File: src/design/reset_cause_pkg.sv
// Constants shared by the reset cause and core status logic
package reset_cause_pkg;
  // Register offsets
  localparam logic [7:0] OFS_BANK_SELECT = 8'h01;
  localparam logic [7:0] OFS_PC_LOW_BYTE = 8'h02;
  localparam logic [7:0] OFS_CPU_FLAGS_STATUS = 8'h03;
  localparam logic [7:0] OFS_INDIRECT_POINTER = 8'h04;
  localparam logic [7:0] OFS_OPERATING_MODE_CONTROL = 8'h0E;
  localparam logic [7:0] OFS_WATCHDOG_CONTROL = 8'h21;
  // Status word field positions
  localparam int STATUS_INT_BIT = 7;
  localparam int STATUS_WDOG_FLAG_BIT = 4;
  localparam int STATUS_DORMANCY_BIT = 3;
  // Operating mode control field positions
  localparam int OM_CPU_CLOCK_SOURCE_SEL_BIT = 7;
  localparam int OM_IDLE_BIT = 6;
  localparam int OM_OSC_MODE_SEL_HI_BIT = 1;
  localparam int OM_OSC_MODE_SEL_LO_BIT = 0;
  // Watchdog control field positions
  localparam int WD_ENABLE_BIT = 7;
  // Writable bit masks
  localparam logic [7:0] BANK_SELECT_MASK = 8'h13;
  localparam logic [7:0] STATUS_WR_MASK = 8'h87;
  localparam logic [7:0] OPMODE_WR_MASK = 8'hC3;
  localparam logic [7:0] WDOG_CTRL_MASK = 8'h8F;
  // Reset values
  localparam logic [7:0] BANK_SELECT_RST = 8'h00;
  localparam logic [7:0] PC_LOW_BYTE_RST = 8'h00;
  localparam logic [7:0] STATUS_POR_RST = 8'h18;
  localparam logic [7:0] INDIRECT_POINTER_POR = 8'hFF;
  localparam logic [7:0] OPMODE_RST = 8'hC0;
  localparam logic [7:0] WDOG_CTRL_RST = 8'h00;
  // Timing: internal reset stretch counted from the cycle a source is accepted
  localparam int CLK_MHZ = 50;
  localparam int RESET_HOLD_NS = 1000;
  localparam int RESET_HOLD_CYCLES = (RESET_HOLD_NS * CLK_MHZ + 999) / 1000;
  // Processor run states
  typedef enum logic [1:0] {
    ST_RUN = 2'b00,
    ST_SLEEP = 2'b01,
    ST_IDLE = 2'b10,
    ST_HOLD = 2'b11
  } cpu_state_t;
endpackage : reset_cause_pkg

File: src/design/pin_sync2.sv
// Two flip-flop synchroniser for asynchronous pin levels
`timescale 1ns/1ps
`default_nettype none
module pin_sync2 #(
  parameter int WIDTH = 1,
  parameter logic [WIDTH-1:0] RST_VAL = '0
) (
  input wire logic clk_sys,
  input wire logic rst_n,
  input wire logic [WIDTH-1:0] async_in,
  output logic [WIDTH-1:0] sync_out
);
  logic [WIDTH-1:0] meta_r;

  // First stage is read only by the second
  always_ff @(posedge clk_sys or negedge rst_n) begin
    if (!rst_n) begin
      meta_r <= RST_VAL;
      sync_out <= RST_VAL;
    end else begin
      meta_r <= async_in;
      sync_out <= meta_r;
    end
  end
endmodule : pin_sync2
`default_nettype wire

File: src/design/reset_cause_status_logic.sv
// Reset source arbitration, reset cause flags and core register reset values
`timescale 1ns/1ps
`default_nettype none
module reset_cause_status_logic (
  input wire logic clk_sys,
  input wire logic reset_n,
  input wire logic ext_reset_pin_n,
  input wire logic low_voltage_reset,
  input wire logic [1:0] osc_mode_option,
  input wire logic watchdog_timeout,
  input wire logic watchdog_clear_instr,
  input wire logic sleep_instruction,
  input wire logic pin_change_wake,
  input wire logic [7:0] reg_addr,
  input wire logic [7:0] reg_wdata,
  input wire logic reg_wr,
  input wire logic reg_rd,
  output logic [7:0] reg_rdata,
  output logic core_reset_n,
  output logic cpu_asleep,
  output logic watchdog_flag,
  output logic dormancy_mark,
  output logic watchdog_enable,
  output logic [1:0] osc_mode_sel,
  output logic cpu_clock_source_sel
);
  import reset_cause_pkg::*;

  logic rst_meta_r;
  logic rst_n;
  logic [3:0] pins_sync;
  logic pin_low;
  logic lowv_act;
  logic [1:0] opt_sync;
  cpu_state_t state_r;
  cpu_state_t state_nxt;
  logic [5:0] hold_cnt_r;
  logic [5:0] hold_cnt_nxt;
  logic por_pending_r;
  logic [7:0] bank_r;
  logic [7:0] pc_low_r;
  logic [7:0] status_r;
  logic [7:0] pointer_r;
  logic [7:0] opmode_r;
  logic [7:0] wdog_ctrl_r;
  logic [7:0] bank_nxt;
  logic [7:0] pc_low_nxt;
  logic [7:0] status_nxt;
  logic [7:0] pointer_nxt;
  logic [7:0] opmode_nxt;
  logic [7:0] wdog_ctrl_nxt;
  logic [7:0] rdata_nxt;

  // Power-on reset: asynchronous assert, released through two flops
  always_ff @(posedge clk_sys or negedge reset_n) begin
    if (!reset_n) begin
      rst_meta_r <= 1'b0;
      rst_n <= 1'b0;
    end else begin
      rst_meta_r <= 1'b1;
      rst_n <= rst_meta_r;
    end
  end

  pin_sync2 #(
    .WIDTH(4),
    .RST_VAL(4'h8)
  ) u_pin_sync (
    .clk_sys(clk_sys),
    .rst_n(rst_n),
    .async_in({ext_reset_pin_n, low_voltage_reset, osc_mode_option}),
    .sync_out(pins_sync)
  );

  assign pin_low = ~pins_sync[3];
  assign lowv_act = pins_sync[2];
  assign opt_sync = pins_sync[1:0];

  // Accepted events, highest priority first
  wire asleep = (state_r == ST_SLEEP) || (state_r == ST_IDLE);
  wire live = (state_r != ST_HOLD);
  wire wdt_armed = wdog_ctrl_r[WD_ENABLE_BIT];
  wire ev_lowv = live && lowv_act;
  wire ev_pin = live && !lowv_act && pin_low;
  wire ev_wdt = live && !lowv_act && !pin_low && watchdog_timeout && wdt_armed;
  wire any_rst = ev_lowv || ev_pin || ev_wdt;
  wire ev_wake = asleep && !any_rst && pin_change_wake;
  wire ev_wdog_clear = (state_r == ST_RUN) && !any_rst && watchdog_clear_instr;
  wire ev_sleep = (state_r == ST_RUN) && !any_rst && !ev_wdog_clear && sleep_instruction;
  // reset held while the pin stays low
  wire hold_done = (hold_cnt_r == 6'h00) && !pin_low && !lowv_act;

  // Register write decode
  wire wr_bank = reg_wr && (reg_addr == OFS_BANK_SELECT);
  wire wr_pc_low = reg_wr && (reg_addr == OFS_PC_LOW_BYTE);
  wire wr_status = reg_wr && (reg_addr == OFS_CPU_FLAGS_STATUS);
  wire wr_pointer = reg_wr && (reg_addr == OFS_INDIRECT_POINTER);
  wire wr_opmode = reg_wr && (reg_addr == OFS_OPERATING_MODE_CONTROL);
  wire wr_wdog_ctrl = reg_wr && (reg_addr == OFS_WATCHDOG_CONTROL);

  // Run state: any reset forces hold, sleep picks idle or sleep
  assign state_nxt = any_rst ? ST_HOLD :
                     ev_wake ? ST_RUN :
                     ev_sleep ? (opmode_r[OM_IDLE_BIT] ? ST_IDLE : ST_SLEEP) :
                     ((state_r == ST_HOLD) && hold_done) ? ST_RUN :
                     state_r;
  assign hold_cnt_nxt = any_rst ? 6'(RESET_HOLD_CYCLES - 1) :
                        (hold_cnt_r != 6'h00) ? hold_cnt_r - 6'h01 : hold_cnt_r;

  // core registers cleared by every reset
  assign bank_nxt = any_rst ? BANK_SELECT_RST :
                    wr_bank ? (reg_wdata & BANK_SELECT_MASK) : bank_r;
  assign pc_low_nxt = any_rst ? PC_LOW_BYTE_RST : wr_pc_low ? reg_wdata : pc_low_r;
  // pointer to all ones only on power-like reset
  // wake-up keeps core registers
  // A write racing a pin or watchdog reset is dropped, so the pointer keeps its value
  assign pointer_nxt = ev_lowv ? INDIRECT_POINTER_POR :
                       (wr_pointer && !any_rst) ? reg_wdata : pointer_r;
  // clock bits set, oscillator mode from option word
  // Reloaded through the whole hold: the option synchroniser restarts with power-on reset
  wire mode_load = any_rst || (state_r == ST_HOLD);
  assign opmode_nxt = mode_load ? (OPMODE_RST | {6'h00, opt_sync}) :
                      wr_opmode ? (reg_wdata & OPMODE_WR_MASK) : opmode_r;
  assign wdog_ctrl_nxt = any_rst ? WDOG_CTRL_RST :
                         wr_wdog_ctrl ? (reg_wdata & WDOG_CTRL_MASK) : wdog_ctrl_r;

  // Cause flags; hardware events win over software writes
  wire t_old = status_r[STATUS_WDOG_FLAG_BIT];
  wire p_old = status_r[STATUS_DORMANCY_BIT];
  wire t_new = ev_lowv ? 1'b1 :
               ev_pin ? (asleep ? 1'b1 : t_old) :
               ev_wdt ? 1'b0 :
               (ev_wake || ev_wdog_clear || ev_sleep) ? 1'b1 : t_old;
  wire p_new = ev_lowv ? 1'b1 :
               ev_pin ? (asleep ? 1'b0 : p_old) :
               ev_wdt ? (asleep ? 1'b0 : p_old) :
               (ev_wake || ev_sleep) ? 1'b0 :
               ev_wdog_clear ? 1'b1 : p_old;
  // arithmetic flags kept, zeroed only on power-like reset
  wire [2:0] zdc_new = ev_lowv ? 3'h0 : (wr_status && !any_rst) ? reg_wdata[2:0] : status_r[2:0];
  wire int_new = any_rst ? 1'b0 :
                 wr_status ? reg_wdata[STATUS_INT_BIT] : status_r[STATUS_INT_BIT];
  assign status_nxt = {int_new, 2'b00, t_new, p_new, zdc_new};

  // Read mux, answered one cycle after the strobe
  assign rdata_nxt = !reg_rd ? 8'h00 :
                     (reg_addr == OFS_BANK_SELECT) ? bank_r :
                     (reg_addr == OFS_PC_LOW_BYTE) ? pc_low_r :
                     (reg_addr == OFS_CPU_FLAGS_STATUS) ? status_r :
                     (reg_addr == OFS_INDIRECT_POINTER) ? pointer_r :
                     (reg_addr == OFS_OPERATING_MODE_CONTROL) ? opmode_r :
                     (reg_addr == OFS_WATCHDOG_CONTROL) ? wdog_ctrl_r : 8'h00;

  // Sequencer state; power-on starts in hold with a full stretch
  always_ff @(posedge clk_sys or negedge rst_n) begin
    if (!rst_n) begin
      state_r <= ST_HOLD;
      hold_cnt_r <= 6'(RESET_HOLD_CYCLES - 1);
      por_pending_r <= 1'b1;
    end else begin
      state_r <= state_nxt;
      hold_cnt_r <= hold_cnt_nxt;
      por_pending_r <= 1'b0;
    end
  end

  // power-on values of the core registers
  always_ff @(posedge clk_sys or negedge rst_n) begin
    if (!rst_n) begin
      bank_r <= BANK_SELECT_RST;
      pc_low_r <= PC_LOW_BYTE_RST;
      status_r <= STATUS_POR_RST;
      pointer_r <= INDIRECT_POINTER_POR;
      opmode_r <= OPMODE_RST;
      wdog_ctrl_r <= WDOG_CTRL_RST;
    end else begin
      bank_r <= bank_nxt;
      pc_low_r <= pc_low_nxt;
      status_r <= status_nxt;
      pointer_r <= pointer_nxt;
      opmode_r <= opmode_nxt;
      wdog_ctrl_r <= wdog_ctrl_nxt;
    end
  end

  // Output flops; core reset follows the next state, no lag
  always_ff @(posedge clk_sys or negedge rst_n) begin
    if (!rst_n) begin
      reg_rdata <= 8'h00;
      core_reset_n <= 1'b0;
      cpu_asleep <= 1'b0;
    end else begin
      reg_rdata <= rdata_nxt;
      core_reset_n <= (state_nxt != ST_HOLD);
      cpu_asleep <= (state_nxt == ST_SLEEP) || (state_nxt == ST_IDLE);
    end
  end

  // flags and mode bits exported from their register bits
  assign watchdog_flag = status_r[STATUS_WDOG_FLAG_BIT];
  assign dormancy_mark = status_r[STATUS_DORMANCY_BIT];
  assign watchdog_enable = wdog_ctrl_r[WD_ENABLE_BIT];
  assign osc_mode_sel = opmode_r[OM_OSC_MODE_SEL_HI_BIT:OM_OSC_MODE_SEL_LO_BIT];
  assign cpu_clock_source_sel = opmode_r[OM_CPU_CLOCK_SOURCE_SEL_BIT];

  // Checks on the sequencer and flag updates
  a_reset_entry: assert property (
    @(posedge clk_sys) disable iff (!rst_n)
    (live && (lowv_act || pin_low)) |=> (!core_reset_n && state_r == ST_HOLD))
    else $error("reset source did not enter hold");

  a_por_flags: assert property (
    @(posedge clk_sys) disable iff (!rst_n)
    por_pending_r |-> (watchdog_flag && dormancy_mark && pointer_r == INDIRECT_POINTER_POR))
    else $error("power-on flags or pointer wrong");

  a_pin_run_keep: assert property (
    @(posedge clk_sys) disable iff (!rst_n)
    (ev_pin && state_r == ST_RUN) |=>
      (watchdog_flag == $past(watchdog_flag) && dormancy_mark == $past(dormancy_mark)))
    else $error("pin reset while running changed flags");

  a_pin_wake_flags: assert property (
    @(posedge clk_sys) disable iff (!rst_n)
    (ev_pin && asleep) |=> (watchdog_flag && !dormancy_mark))
    else $error("pin wake flags wrong");

  a_wdt_run_flags: assert property (
    @(posedge clk_sys) disable iff (!rst_n)
    (ev_wdt && !asleep) |=> (!watchdog_flag && dormancy_mark == $past(dormancy_mark)))
    else $error("watchdog reset while running flags wrong");

  a_wdt_wake_flags: assert property (
    @(posedge clk_sys) disable iff (!rst_n)
    (ev_wdt && asleep) |=> (!watchdog_flag && !dormancy_mark))
    else $error("watchdog wake flags wrong");

  a_change_wake: assert property (
    @(posedge clk_sys) disable iff (!rst_n)
    ev_wake |=> (watchdog_flag && !dormancy_mark && !cpu_asleep && core_reset_n))
    else $error("port change wake wrong");

  a_watchdog_clear_instr_flags: assert property (
    @(posedge clk_sys) disable iff (!rst_n)
    ev_wdog_clear |=> (watchdog_flag && dormancy_mark))
    else $error("watchdog clear flags wrong");

  a_sleep_flags: assert property (
    @(posedge clk_sys) disable iff (!rst_n)
    ev_sleep |=> (watchdog_flag && !dormancy_mark && cpu_asleep))
    else $error("sleep instruction flags wrong");

  a_core_clear: assert property (
    @(posedge clk_sys) disable iff (!rst_n)
    (ev_pin || ev_wdt) |=> (pc_low_r == 8'h00 && bank_r == 8'h00
      && !status_r[STATUS_INT_BIT] && pointer_r == $past(pointer_r)))
    else $error("core registers not reinitialised");

  a_wake_keeps: assert property (
    @(posedge clk_sys) disable iff (!rst_n)
    (ev_wake && !reg_wr) |=> (pc_low_r == $past(pc_low_r) && bank_r == $past(bank_r)
      && pointer_r == $past(pointer_r) && opmode_r == $past(opmode_r)))
    else $error("wake-up changed core registers");

  a_arith_keep: assert property (
    @(posedge clk_sys) disable iff (!rst_n)
    ((ev_pin || ev_wdt || ev_wake) && !wr_status) |=> (status_r[2:0] == $past(status_r[2:0])))
    else $error("arithmetic flags lost");

  a_mode_load: assert property (
    @(posedge clk_sys) disable iff (!rst_n)
    mode_load |=> (cpu_clock_source_sel && opmode_r[OM_IDLE_BIT]
      && osc_mode_sel == $past(opt_sync)))
    else $error("mode bits not loaded on reset");

  // Core reset is low in the hold cycle and the one after it
  a_pin_hold: assert property (
    @(posedge clk_sys) disable iff (!rst_n)
    (state_r == ST_HOLD && pin_low) |-> !core_reset_n [*2])
    else $error("reset released while pin low");

  // Checks on watchdog entry and clear, release, low-voltage reset and the read port
  a_wdt_entry: assert property (
    @(posedge clk_sys) disable iff (!rst_n)
    ev_wdt |=> (!core_reset_n && state_r == ST_HOLD))
    else $error("watchdog time-out did not enter hold");

  a_hold_stretch: assert property (
    @(posedge clk_sys) disable iff (!rst_n)
    (state_r == ST_HOLD && hold_cnt_r != 6'h00) |=> !core_reset_n)
    else $error("reset released before stretch ran out");

  a_hold_release: assert property (
    @(posedge clk_sys) disable iff (!rst_n)
    (state_r == ST_HOLD && hold_done) |=> core_reset_n)
    else $error("reset not released after stretch");

  a_lowv_flags: assert property (
    @(posedge clk_sys) disable iff (!rst_n)
    ev_lowv |=> (watchdog_flag && dormancy_mark && status_r[2:0] == 3'h0
      && pointer_r == INDIRECT_POINTER_POR))
    else $error("low-voltage reset flags wrong");

  a_lowv_core: assert property (
    @(posedge clk_sys) disable iff (!rst_n)
    ev_lowv |=> (pc_low_r == PC_LOW_BYTE_RST && bank_r == BANK_SELECT_RST
      && !status_r[STATUS_INT_BIT]))
    else $error("low-voltage reset left core registers");

  a_wdog_off: assert property (
    @(posedge clk_sys) disable iff (!rst_n)
    any_rst |=> !watchdog_enable)
    else $error("watchdog left enabled after reset");

  a_rdata_idle: assert property (
    @(posedge clk_sys) disable iff (!rst_n)
    !reg_rd |=> (reg_rdata == 8'h00))
    else $error("read data not idle");

  a_status_read: assert property (
    @(posedge clk_sys) disable iff (!rst_n)
    (reg_rd && reg_addr == OFS_CPU_FLAGS_STATUS) |=> (reg_rdata == $past(status_r)))
    else $error("status read data wrong");

  a_watchdog_clear_instr_running: assert property (
    @(posedge clk_sys) disable iff (!rst_n)
    ev_wdog_clear |=> (core_reset_n && !cpu_asleep))
    else $error("watchdog clear changed run state");
endmodule : reset_cause_status_logic
`default_nettype wire

File: config.mk
export PLATFORM = sky130hd
export DESIGN_NAME = reset_cause_status_logic
export DESIGN_NICKNAME = d
export VERILOG_FILES = /design/src/design/reset_cause_pkg.sv /design/src/design/pin_sync2.sv /design/src/design/reset_cause_status_logic.sv
export SDC_FILE = /design/constraint.sdc
export NUM_CORES = 1
export LEC_CHECK = 0
export ABC_AREA = 1
export BUFFER_PORTS_ARGS = -buffer_cell sky130_fd_sc_hd__buf_2
export CORE_MARGIN = 4
export CORE_UTILIZATION = 56
export CTS_CLUSTER_DIAMETER = 200
export DETAILED_ROUTE_END_ITERATION = 6
export MAX_ROUTING_LAYER = met4
export PLACE_DENSITY_LB_ADDON = 0.12
export SYNTH_ARGS = -nofsm -noshare
export SYNTH_HDL_FRONTEND = slang
export SYNTH_HIERARCHICAL = 1
export SYNTH_SLANG_ARGS = --single-unit
File: constraint.sdc
create_clock -name clk_sys -period 2.3 [get_ports clk_sys]
set_input_delay 0.69 -clock clk_sys [delete_from_list [all_inputs] [get_ports clk_sys]]
set_output_delay 0.69 -clock clk_sys [all_outputs]
set_load 0.005 [all_outputs]
Word-level counts from Yosys, hierarchy flattened --
Cells that the tools add are included.
Operators by class: add/sub/neg operators 1, reductions and logical operators 48, muxes and demuxes 39, eq/ne operators 14, bitwise operators 1
Operators with widths (number):
- 8-bit two-way mux | 17
- 1-bit logical AND | 23
- 8-bit by 2-bit == test with 1-bit output, second input constant | 2
- 2-bit nonzero test | 8
- 1-bit two-way mux | 13
- 6-bit two-way mux | 2
- 2-bit two-way mux | 5
- 8-bit by 1-bit == test with 1-bit output, second input constant | 1
- 8-bit by 3-bit == test with 1-bit output, second input constant | 1
- 8-bit by 4-bit == test with 1-bit output, second input constant | 1
- 8-bit by 6-bit == test with 1-bit output, second input constant | 1
- 1-bit logical OR | 8
- 2-bit == test, second input constant | 3
- 6-bit logical NOT | 1
- 3-bit two-way mux | 2
- 6-bit nonzero test | 1
- 6-bit by 1-bit subtractor with 6-bit output, second input constant | 1
- 5-bit nonzero test | 1
- 2-bit by 1-bit == test with 1-bit output, second input constant | 2
- 2-bit inequality test, second input constant | 2
- 4-bit nonzero test | 1
- 1-bit logical NOT | 3
- 3-bit inequality test, second input constant | 1
- 2-bit logical NOT | 1
- other kinds (2) | 2
Storage, ports and cells: register bits after elaboration 74, output and inout port bits 16

Depth between registers and ports, before layout --
Gate-level depths: netlist of run 1.
word-level depth 17, gate-level depth with buffers 12, mapped depth without buffers 12

Cells and area by module --
The synthesis of run 1 kept the hierarchy.
By module, submodules not included:
- reset_cause_status_logic | cells an instance 330, times used 1, area each 2760.1 um2
- pin_sync2 | cells an instance 8, times used 1, area each 202.7 um2

Least setup slack after synthesis of run 1 --
No wires, ideal clock.
path type reg2reg, start point reg state_r[0], end point reg cpu_asleep, required time 2.174 ns, path buffers 2, stages on the path, launching flop included 10, setup time 0.126 ns, slack 0.435 ns, arrival time 1.740 ns, cells stage by stage dfstp_2 > ha_1 > inv_2 > nand2_1 > nor2_2 > nor2_8 > buf_4 > buf_2 > nand2_1 > ha_1
On the way: word-level cells in the longest chain between the ends 17, elaborated cells on any way between the ends 30, those cells by class eq/ne: 6; mux: 4; reduce/logical: 20
Ends and longest elaborated chain:
- start: declaration | line reset_cause_status_logic.sv:35 | cpu_state_t state_r;
- start signal: assignment | line reset_cause_status_logic.sv:161 | state_r <= state_nxt;
- 2-bit inequality test | line reset_cause_status_logic.sv:81 | wire live = (state_r != ST_HOLD);
- 1-bit logical AND | line reset_cause_status_logic.sv:84, reset_cause_status_logic.sv:85
- 1-bit logical AND (3 in series) | line reset_cause_status_logic.sv:85 | wire ev_wdt = live && !lowv_act && !pin_low && watchdog_timeout && wdt_armed;
- 1-bit logical OR | line reset_cause_status_logic.sv:86 | wire any_rst = ev_lowv || ev_pin || ev_wdt;
- 1-bit logical NOT | line reset_cause_status_logic.sv:87, reset_cause_status_logic.sv:88, reset_cause_status_logic.sv:89
- 1-bit logical AND | line reset_cause_status_logic.sv:88, reset_cause_status_logic.sv:89
- 1-bit logical AND | line reset_cause_status_logic.sv:88 | wire ev_wdog_clear = (state_r == ST_RUN) && !any_rst && watchdog_clear_instr;
- 1-bit logical NOT | line reset_cause_status_logic.sv:89 | wire ev_sleep = (state_r == ST_RUN) && !any_rst && !ev_wdog_clear && sleep_instruction;
- 1-bit logical AND (2 in series) | line reset_cause_status_logic.sv:89
- 2-bit two-way mux | line reset_cause_status_logic.sv:104 | ev_sleep ? (opmode_r[OM_IDLE_BIT] ? ST_IDLE : ST_SLEEP) :
- 2-bit two-way mux | line reset_cause_status_logic.sv:103 | ev_wake ? ST_RUN :
- 2-bit two-way mux (*) | line reset_cause_status_logic.sv:102 | assign state_nxt = any_rst ? ST_HOLD :
- 2-bit by 1-bit == test with 1-bit output or 2-bit == test (tied branches) | line reset_cause_status_logic.sv:195 | cpu_asleep <= (state_nxt == ST_SLEEP) || (state_nxt == ST_IDLE);
- 1-bit logical OR (*) | line reset_cause_status_logic.sv:195
- end signal: assignment | line reset_cause_status_logic.sv:195
- end: declaration | line reset_cause_status_logic.sv:20 | output logic cpu_asleep,
Every way passes the cells marked *; elsewhere a longest branch is shown, timed or not. A chain may end at the register's enable or synchronous reset.

Worst setup path after layout of run 1 --
Same ends and word-level chain as after synthesis.

==> results of run 1 <==
power by group:
| group | switching, W | internal [W] |
|---|---|---|
| Combinational | 0.0000743 | 0.0000508 |
| Clock | 0.000399 | 0.000559 |
| Sequential | 0.0000314 | 0.00114 |
| Total | 0.000505 | 0.00175 |
through the flow:
stage	utilization [%]	setup WS (ns)	total power (W)
2_1_floorplan	-	0.435	0.00125
3_3_place_gp	64.9	0.372	0.00131
3_5_place_dp	64.9	0.326	0.00131
4_1_cts	68.8	0.312	0.00227
5_1_grt	68.8	0.138	0.00235
6_report	68.8	0.306	0.00225
sequential cells by signal, indices dropped and copies added (netlist names):
signal	cells
bank_r	3
pc_low_r	8
wdog_ctrl_r	5
rst_n	1
cpu_asleep	1
u_pin_sync/meta_r	4
core_reset_n	1
reg_rdata	8
pointer_r	8
state_r	2
status_r	6
hold_cnt_r	6
u_pin_sync/sync_out	4
opmode_r	4
rst_meta_r	1
cells by family after synthesis:
family / count (synthesis) / share of synthesized area, %
buffers and inverters: 60 / 8.15
flip-flops: 62 / 53.2
AO/OA/AOI/OAI: 62 / 13.5
adder cells (fa/ha/maj): 5 / 2.11
AND/OR/NAND/NOR: 144 / 21.7
XOR/XNOR: 4 / 1.18
other: 1 / 0.127
worst max-delay path: cells and delay by family (launching register included):
kind | cells | cell delay (ns)
adders and majority gates | 2 | 0.51
buffers and inverters | 1 | 0.05
DFF | 1 | 0.54
and+or+nand+nor | 8 | 0.78
layout by cell type (no fill, tap or decap), drive strengths merged:
| master | instances |
|---|---|
| a21oi | 14 |
| ha | 5 |
| bufinv | 1 |
| o31ai | 2 |
| conb | 1 |
| nor3 | 2 |
| nand3 | 35 |
| buf | 51 |
| inv | 54 |
| o21ai | 24 |
| clkinv | 1 |
| nand3b | 1 |
| nand4 | 1 |
| o22ai | 11 |
| nand2 | 79 |
| dfstp | 19 |
| clkinvlp | 1 |
| a31oi | 3 |
| xnor2 | 2 |
| dfrtp | 43 |
| and3 | 1 |
| nor2 | 25 |
| o211ai | 8 |
| xor2 | 2 |
| clkbuf | 13 |
worst max-delay path by stage:
stage | slack [ns] | depth (start not counted) | endpoint
6_report | 0.31 | 11 | cpu_asleep
5_1_grt | 0.14 | 11 | cpu_asleep
4_1_cts | 0.31 | 11 | cpu_asleep
3_5_place_dp | 0.33 | 11 | cpu_asleep
3_3_place_gp | 0.37 | 10 | cpu_asleep
2_1_floorplan | 0.43 | 9 | cpu_asleep
cell type report:
| class | count | area [sq um] |
|---|---|---|
| Multi-Input combinational cell | 216 | 1150 |
| Inverter | 54 | 203 |
| Tap cell | 70 | 87.6 |
| Sequential cell | 62 | 1580 |
| Clock buffer | 13 | 159 |
| Clock inverter | 3 | 42.5 |
| Fill cell | 432 | 1590 |
| Timing Repair Buffer | 51 | 300 |
per-layer routing:
metal	vias up	wire length, um
li1	1206	-
met1	1144	3110
met2	87	3050
met3	17	406
met4	0	144
met5	-	0
==> flow_summary.ini, run 1 <==
[logic_synthesis]
syn_avg_cell_area_sq_um = 8.77
ys_top_cells_by_area = dfrtp_1, dfstp_2, nand2_1
ys_ff_latch = 62
synth_common_cells = nand2_1, inv_1, dfrtp_1
synth_cell_types = 32
netlist_instances = 338
seq_area_frac_synth_pct = 53.2
synth_top_area_share_pct = 36.3
yosys.area.top_type = dfrtp_1
yosys_warnings = 6
synth_area_sq_um = 2960
synth_fp_nets = 371
synth_edf_count = 0
synth_flop_cell = dfrtp_1
yosysMostFrequentCell = nand2_1
async_reset_ff_share_pct = 100

[cts]
clkSinkCount = 62
post-cts-setup-buffers = 0
cts_root_buffer = clkbuf_8
htreeDepth = 3
clk_pin_slew_ns = 0.07
clock_latency_ns = 0.33
clockBufferDepth = 2
cts_hold_buffers = 0
cts_resized = 0
cts_made_buffers = 9
cts_tree = yes

[setup_path]
path_cells = ha_1, inv_2, nand2_1, nor2_2, nor2_8, nand2_1, nand3_1, nand2_1, nand2_1, nand2_1, ha_1
cp_data_arrival_time_ns = 2.22
r2r_slack_ns = 0.31
critPathMaxStageDelay_ns = 0.54
crit_path_start = state_r[0]
setup.worst_path.end_class = register
r2r_end = cpu_asleep
critPathLaunchType = register
worstPathRequired_ns = 2.52
path_max_fanout = 18
rr_startpoint = state_r[0]
r2r_cells = 11
worst_path_most_repeated_cell = nand2_1
crit_slowest_cell = dfstp_2
crit_type = register to register

[drt]
vias_per_cell = 5.23
drtIter0Drc = 280
ant_nets = 0
drc = 0
post_drt_wl_per_cell_um = 14.3
drt_wl_total_mm = 6.71
firstDrtPassIters = 6
dr_total_vias = 2454

[power]
ir_drop_mv = 0.505
pwr_density_cell_nw_per_um2 = 641
p_leak_nw = 1.81

[placed_design]
placed_cells = 453
placed_area_sq_um = 3310
gp_congestion = 0.923
dp_hpwl_mm = 5.03
numPortBuffers = 43

[sta]
fin_crit_sh_pct = 86.7
rsz0062_at_grt = no
slew_violations = 0
worst-slew-pin-transition_ns = 0.624
fmax_mhz = 501
max_slew_margin_pct = 58.4
setup_violations = 0
final.min_clock_period_ns = 1.99
hold_viol = 0
fin_setup_tns_ns = 0
hold_ws_ns = 0.126
final.setup_skew_ns = 0.00866

[floorplanning]
die_x_um = 80.7
dieArea_sq_um = 6520
rows = 26
start_util_pct = 58.0
coreArea_sq_um = 5110
boundaryPins = 44
die_y_um = 80.7

[global_route]
grt_max_degree = 34
use_met2_pct = 36.5
grt_use_met1_pct = 32.7
grt-ovfl-total = 0
grt_pass1_wl_mm = 11.5
use_met3_pct = 4.43
grt_busiest_layer = met2
antenna_found_initial = 0
grt_pass1_vias = 2335
grt_usage_pct = 24.3

[final_layout]
finalInstanceArea_sq_um = 3510
antenna_cells = 0
final_nets = 427
syn2layout_area_growth_pct = 18.6
layout.cells.non_filler = 469
drive_gt1_share_pct = 27.3

[min_path]
hold_class = input port to asynchronous set/reset pin

[job]
cap_viol_max_count = 0

[outcome]
outcome = finished, final reports clean
Power figures use the tool's default switching activity.
==> run 2: changes to the inputs <==
==> constraint.sdc (replaced) <==
create_clock -name clk_sys -period 2.3 [get_ports clk_sys]
set_input_delay 0.23 -clock clk_sys [delete_from_list [all_inputs] [get_ports clk_sys]]
set_output_delay 0.23 -clock clk_sys [all_outputs]
set_load 0.005 [all_outputs]
==> run 2 against run 1 <==
Fmax decreased by 0.32%; die area stayed put; wire length is 2.2% lower; cell area grew 0.93%; via count fell by 0.16%; sequential cell count did not move; highest routed layer unchanged; sequential share of layout area shrank 0.41 points; largest cell class unchanged; clock skew rose by 0.00052 ns; first-iteration DRC count decreased by 3.2%.
==> flow_summary.ini, run 2 (synthesized netlist as in run 1, its figures left out) <==
[outcome]
outcome = finished, final reports clean

[sta]
final.setup_skew_ns = 0.00917
fin_setup_tns_ns = 0
final.min_clock_period_ns = 2.00
fmax_mhz = 500
hold_viol = 0
setup_violations = 0
worst-slew-pin-transition_ns = 0.598
rsz0062_at_grt = no
fin_crit_sh_pct = 87.0
slew_violations = 0
max_slew_margin_pct = 60.1

[drt]
ant_nets = 0
drt_wl_total_mm = 6.56
dr_total_vias = 2450
firstDrtPassIters = 5
vias_per_cell = 5.22
post_drt_wl_per_cell_um = 14.0
drtIter0Drc = 271
drc = 0

[setup_path]
setup.worst_path.end_class = register
path_max_fanout = 18
worst_path_most_repeated_cell = nand2_1
crit_type = register to register
path_cells = ha_1, inv_2, nand2_1, nor2_2, nor2_8, nand2_1, nand3_1, nand2_1, nand2_1, nand2_1, ha_1
r2r_end = cpu_asleep
cp_data_arrival_time_ns = 2.22
critPathLaunchType = register
rr_startpoint = state_r[0]
critPathMaxStageDelay_ns = 0.55
crit_slowest_cell = dfstp_2
r2r_slack_ns = 0.30
worstPathRequired_ns = 2.52
r2r_cells = 11

[floorplanning]
die_x_um = 80.7
rows = 26
boundaryPins = 44
die_y_um = 80.7
dieArea_sq_um = 6520
start_util_pct = 58.0
coreArea_sq_um = 5110

[global_route]
grt_pass1_vias = 2330
grt-ovfl-total = 0
grt_usage_pct = 23.3
antenna_found_initial = 0
grt_max_degree = 35
grt_pass1_wl_mm = 11.1

[cts]
cts_made_buffers = 9
htreeDepth = 3
clockBufferDepth = 2
clk_pin_slew_ns = 0.07
cts_tree = yes
clkSinkCount = 62
cts_resized = 0
clock_latency_ns = 0.33
cts_root_buffer = clkbuf_8
cts_hold_buffers = 5
post-cts-setup-buffers = 0

[min_path]
hold_path_end = wdog_ctrl_r[3]
min-delay-start = reg_wdata[3]
holdPathStages = 3
hold_class = input port to register

[power]
finalPower_w = 0.00241
p_leak_nw = 1.82
pwr_density_cell_nw_per_um2 = 679
ir_drop_mv = 0.487

[placed_design]
gp_congestion = 0.881
numPortBuffers = 43
dp_hpwl_mm = 4.69

[final_layout]
syn2layout_area_growth_pct = 19.7
final_common_cell = nand2_1
final_cell_mix = nand2_1, inv_1, buf_2, dfrtp_1, nand3_1
final_nets = 427
reg.largest.list = pc_low_r (8), pointer_r (8), reg_rdata (8)
antenna_cells = 0
drive_gt1_share_pct = 26.3

[job]
cap_viol_max_count = 0
## run 2: changes by cell type in the layout (fill, tap and decap cells not counted), sizes merged
cell / before / now
bufinv: 1 / 2
dlygate4sd3: 0 / 5
buf: 51 / 46
clkinvlp: 1 / 0
## run 2: area by class of cell
class                           instances  area, sq um
Clock buffer                           13          169
Clock inverter                          3         65.1
Fill cell                             445         1560
Inverter                               54          203
Multi-Input combinational cell        216         1150
Sequential cell                        62         1580
Tap cell                               70         87.6
Timing Repair Buffer                   51          300
## run 2: worst max path at each step
stage,startpoint,slack [ns],endpoint,cells past startpoint
finish,state_r[0],0.30,cpu_asleep,11
global route,state_r[0],0.14,cpu_asleep,11
CTS,state_r[0],0.30,cpu_asleep,11
detailed placement,state_r[0],0.32,cpu_asleep,11
global placement,state_r[0],0.38,cpu_asleep,11
floorplan,state_r[0],0.43,cpu_asleep,9
## run 2: per-layer routing
metal	vias to the layer above	GRT usage, %	wire [um]
li1	1208	-	-
met1	1135	33.8	3220
met2	96	31.9	2830
met3	11	5.54	424
met4	0	8.28	87
met5	-	-	0
## run 2: worst max-delay path, delay by kind of cell (launching register included)
kind	cells	cell delay, ns
adders and majority gates	2	0.50
DFF	1	0.55
buffers and inverters	1	0.05
and+or+nand+nor	8	0.77
## run 2: power breakdown
group          internal, W  total (W)  leakage (nW)  switching (W)
Combinational    0.0000552   0.000130         0.925      0.0000747
Clock             0.000698    0.00111         0.120       0.000411
Sequential         0.00114    0.00117         0.772      0.0000302
Total              0.00189    0.00241          1.82       0.000515
## run 2: per-stage QoR
| step | setup slack (ns) | cell area (sq um) | util [%] | hold slack, ns | std cells |
|---|---|---|---|---|---|
| CTS | 0.303 | 3550 | 69.5 | 0.139 | 469 |
| detailed placement | 0.322 | 3260 | 63.9 | 0.0190 | 448 |
| floorplan | 0.435 | 2960 | - | -0.0656 | 338 |
| finish | 0.299 | 3550 | 69.5 | 0.150 | 469 |
| global route | 0.143 | 3550 | 69.5 | 0.148 | 469 |
| global placement | 0.383 | 3260 | 63.9 | 0.0159 | 448 |
==> run 3: changes to the inputs <==
- ABC_AREA: 1 -> 0
- CORE_UTILIZATION: 56 -> 57
==> run 3 against run 2 <==
First-iteration DRC count is 17% lower; synthesized cell count is 7.4% lower; sequential cell count stayed put; fmax decreased by 5.7%; power shrank 4.7%; clock power down 13%; sequential share of layout area decreased by 1.3 points; core utilization up 0.77 points; setup slack got worse by 0.12 ns; clock skew is 0.0014 ns lower; sequential power hardly changed; largest cell class unchanged.
==> flow_summary.ini, run 3 <==
[cts]
cts_root_buffer = clkbuf_8
clkSinkCount = 62
cts_made_buffers = 9
cts_tree = yes
post-cts-setup-buffers = 0
clockBufferDepth = 2
clock_latency_ns = 0.34
clk_pin_slew_ns = 0.07
htreeDepth = 3

[floorplanning]
rows = 26
die_x_um = 81.9
dieArea_sq_um = 6710
start_util_pct = 59.8
die_y_um = 81.9
coreArea_sq_um = 5200
boundaryPins = 44

[final_layout]
final_cell_mix = buf_2, dfrtp_1, nor2_1, nand2_1
syn2layout_area_growth_pct = 17.4
final_util_pct = 70.2
drive_gt1_share_pct = 26.6
layout.area.seq_sq_um = 1580
multi_input_area_sq_um = 1430
reg.largest.list = pc_low_r (8), pointer_r (8), reg_rdata (8)
final_nets = 396
final_common_cell = buf_2
antenna_cells = 0
layout.cells.non_filler = 438
finalInstanceArea_sq_um = 3650
fillers = 418

[setup_path]
cp_data_arrival_time_ns = 2.35
setup.worst_path.end_class = register
r2r_end = cpu_asleep
r2r_slack_ns = 0.18
worstPathRequired_ns = 2.53
rr_startpoint = hold_cnt_r[2]
crit_slowest_cell = or3_1
crit_path_end = cpu_asleep
critPathMaxStageDelay_ns = 0.45
crit_path_start = hold_cnt_r[2]
crit_type = register to register
r2r_cells = 5
path_cells = or3_1, nor2_1, a31oi_1, a221o_1, ha_1
path_max_fanout = 5
critPathLaunchType = register

[sta]
final.setup_skew_ns = 0.00776
fmax_mhz = 471
worst-slew-pin-transition_ns = 0.769
fin_crit_sh_pct = 92.2
hold_viol = 0
rsz0062_at_grt = no
hold_ws_ns = 0.167
setup_violations = 0
final.min_clock_period_ns = 2.12
fin_setup_tns_ns = 0
max_slew_margin_pct = 48.7
slew_violations = 0

[logic_synthesis]
synth_fp_nets = 346
syn_avg_cell_area_sq_um = 9.95
synth_flop_cell = dfrtp_1
synth_top_area_share_pct = 34.6
async_reset_ff_share_pct = 100
netlist_instances = 313
ys_ff_latch = 62
synth_cell_types = 57
yosys_warnings = 6
synth_common_cells = dfrtp_1, nor2_1, nand2_1
synth_area_sq_um = 3110
ys_top_cells_by_area = dfrtp_1, dfstp_2, mux2i_1
synth_edf_count = 0
yosysMostFrequentCell = dfrtp_1
seq_area_frac_synth_pct = 50.6
yosys.area.top_type = dfrtp_1

[placed_design]
gp_congestion = 0.880
placed_area_sq_um = 3400
numPortBuffers = 43
dp_hpwl_mm = 5.45
placed_cells = 417

[drt]
drtIter0Drc = 224
post_drt_wl_per_cell_um = 17.6
dr_total_vias = 2600
ant_nets = 0
firstDrtPassIters = 4
drc = 0
vias_per_cell = 5.94
drt_wl_total_mm = 7.69

[power]
p_leak_nw = 1.78
pwr_density_cell_nw_per_um2 = 628
ir_drop_mv = 0.578

[outcome]
outcome = finished, final reports clean

[global_route]
grt_usage_pct = 26.5
grt_pass1_vias = 2576
grt-ovfl-total = 0
grt_max_degree = 25
grt_pass1_wl_mm = 12.8
antenna_found_initial = 0

[job]
cap_viol_max_count = 0

[min_path]
hold_class = input port to register
## run 3: metrics by stage
stage	power (W)	setup slack, ns
4_1_cts	0.00232	0.196
3_5_place_dp	0.00134	0.205
6_report	0.00230	0.179
5_1_grt	0.00240	0.0581
2_1_floorplan	0.00127	0.382
3_3_place_gp	0.00134	0.249
## run 3: cell families after synthesis
group	synth area share, %
AO/OA/AOI/OAI	14.2
AND/OR/NAND/NOR	23.4
adder cells (fa/ha/maj)	2.01
buffers and inverters	3.66
flip-flops	50.6
XOR/XNOR	0.844
other	0.120
multiplexers	5.14
## run 3: critical path, delay by kind of cell, from the launching register on
| kind | cells | cell delay [ns] |
|---|---|---|
| AND/OR/NAND/NOR | 2 | 0.71 |
| flip-flops | 1 | 0.41 |
| adder cells (fa/ha/maj) | 1 | 0.29 |
| AO/OA/AOI/OAI | 2 | 0.60 |
## run 3: timing repair
action | 4_1_cts | 5_1_grt
endpoints found under the hold margin | 6 | 0
resized for setup | 0 | 0
hold buffers | 5 | 0
## run 3: worst min-delay path by stage
stage | startpoint | endpoint | slack [ns] | depth (start not counted)
after floorplan | reset_n | rst_meta_r | -0.07 | 0
after detailed placement | reset_n | rst_meta_r | 0.02 | 1
final | reg_wdata[6] | opmode_r[6] | 0.17 | 3
after global routing | reg_wdata[6] | pointer_r[6] | 0.17 | 3
after global placement | reset_n | rst_meta_r | 0.01 | 1
after CTS | reg_wdata[2] | pointer_r[2] | 0.16 | 3
## run 3: where the power goes
group / switching [W] / leakage, nW / internal [W]
Clock: 0.000408 / 0.106 / 0.000554
Combinational: 0.000102 / 0.905 / 0.0000687
Sequential: 0.0000280 / 0.771 / 0.00114
Total: 0.000537 / 1.78 / 0.00176
## run 3: final cells by class
cell class | instances | area share (%)
Timing Repair Buffer | 56 | 8.90
Multi-Input combinational cell | 224 | 39.1
Inverter | 10 | 1.03
Clock buffer | 12 | 4.25
Tap cell | 70 | 2.40
Sequential cell | 62 | 43.1
Clock inverter | 4 | 1.23
## run 3: routing by layer
layer	vias up	part of all wire [%]	GRT usage (%)
met5	-	0	-
met1	1258	44	36.3
li1	1224	-	-
met2	106	47	40.1
met3	12	7.8	5.15
met4	0	1.7	8.31
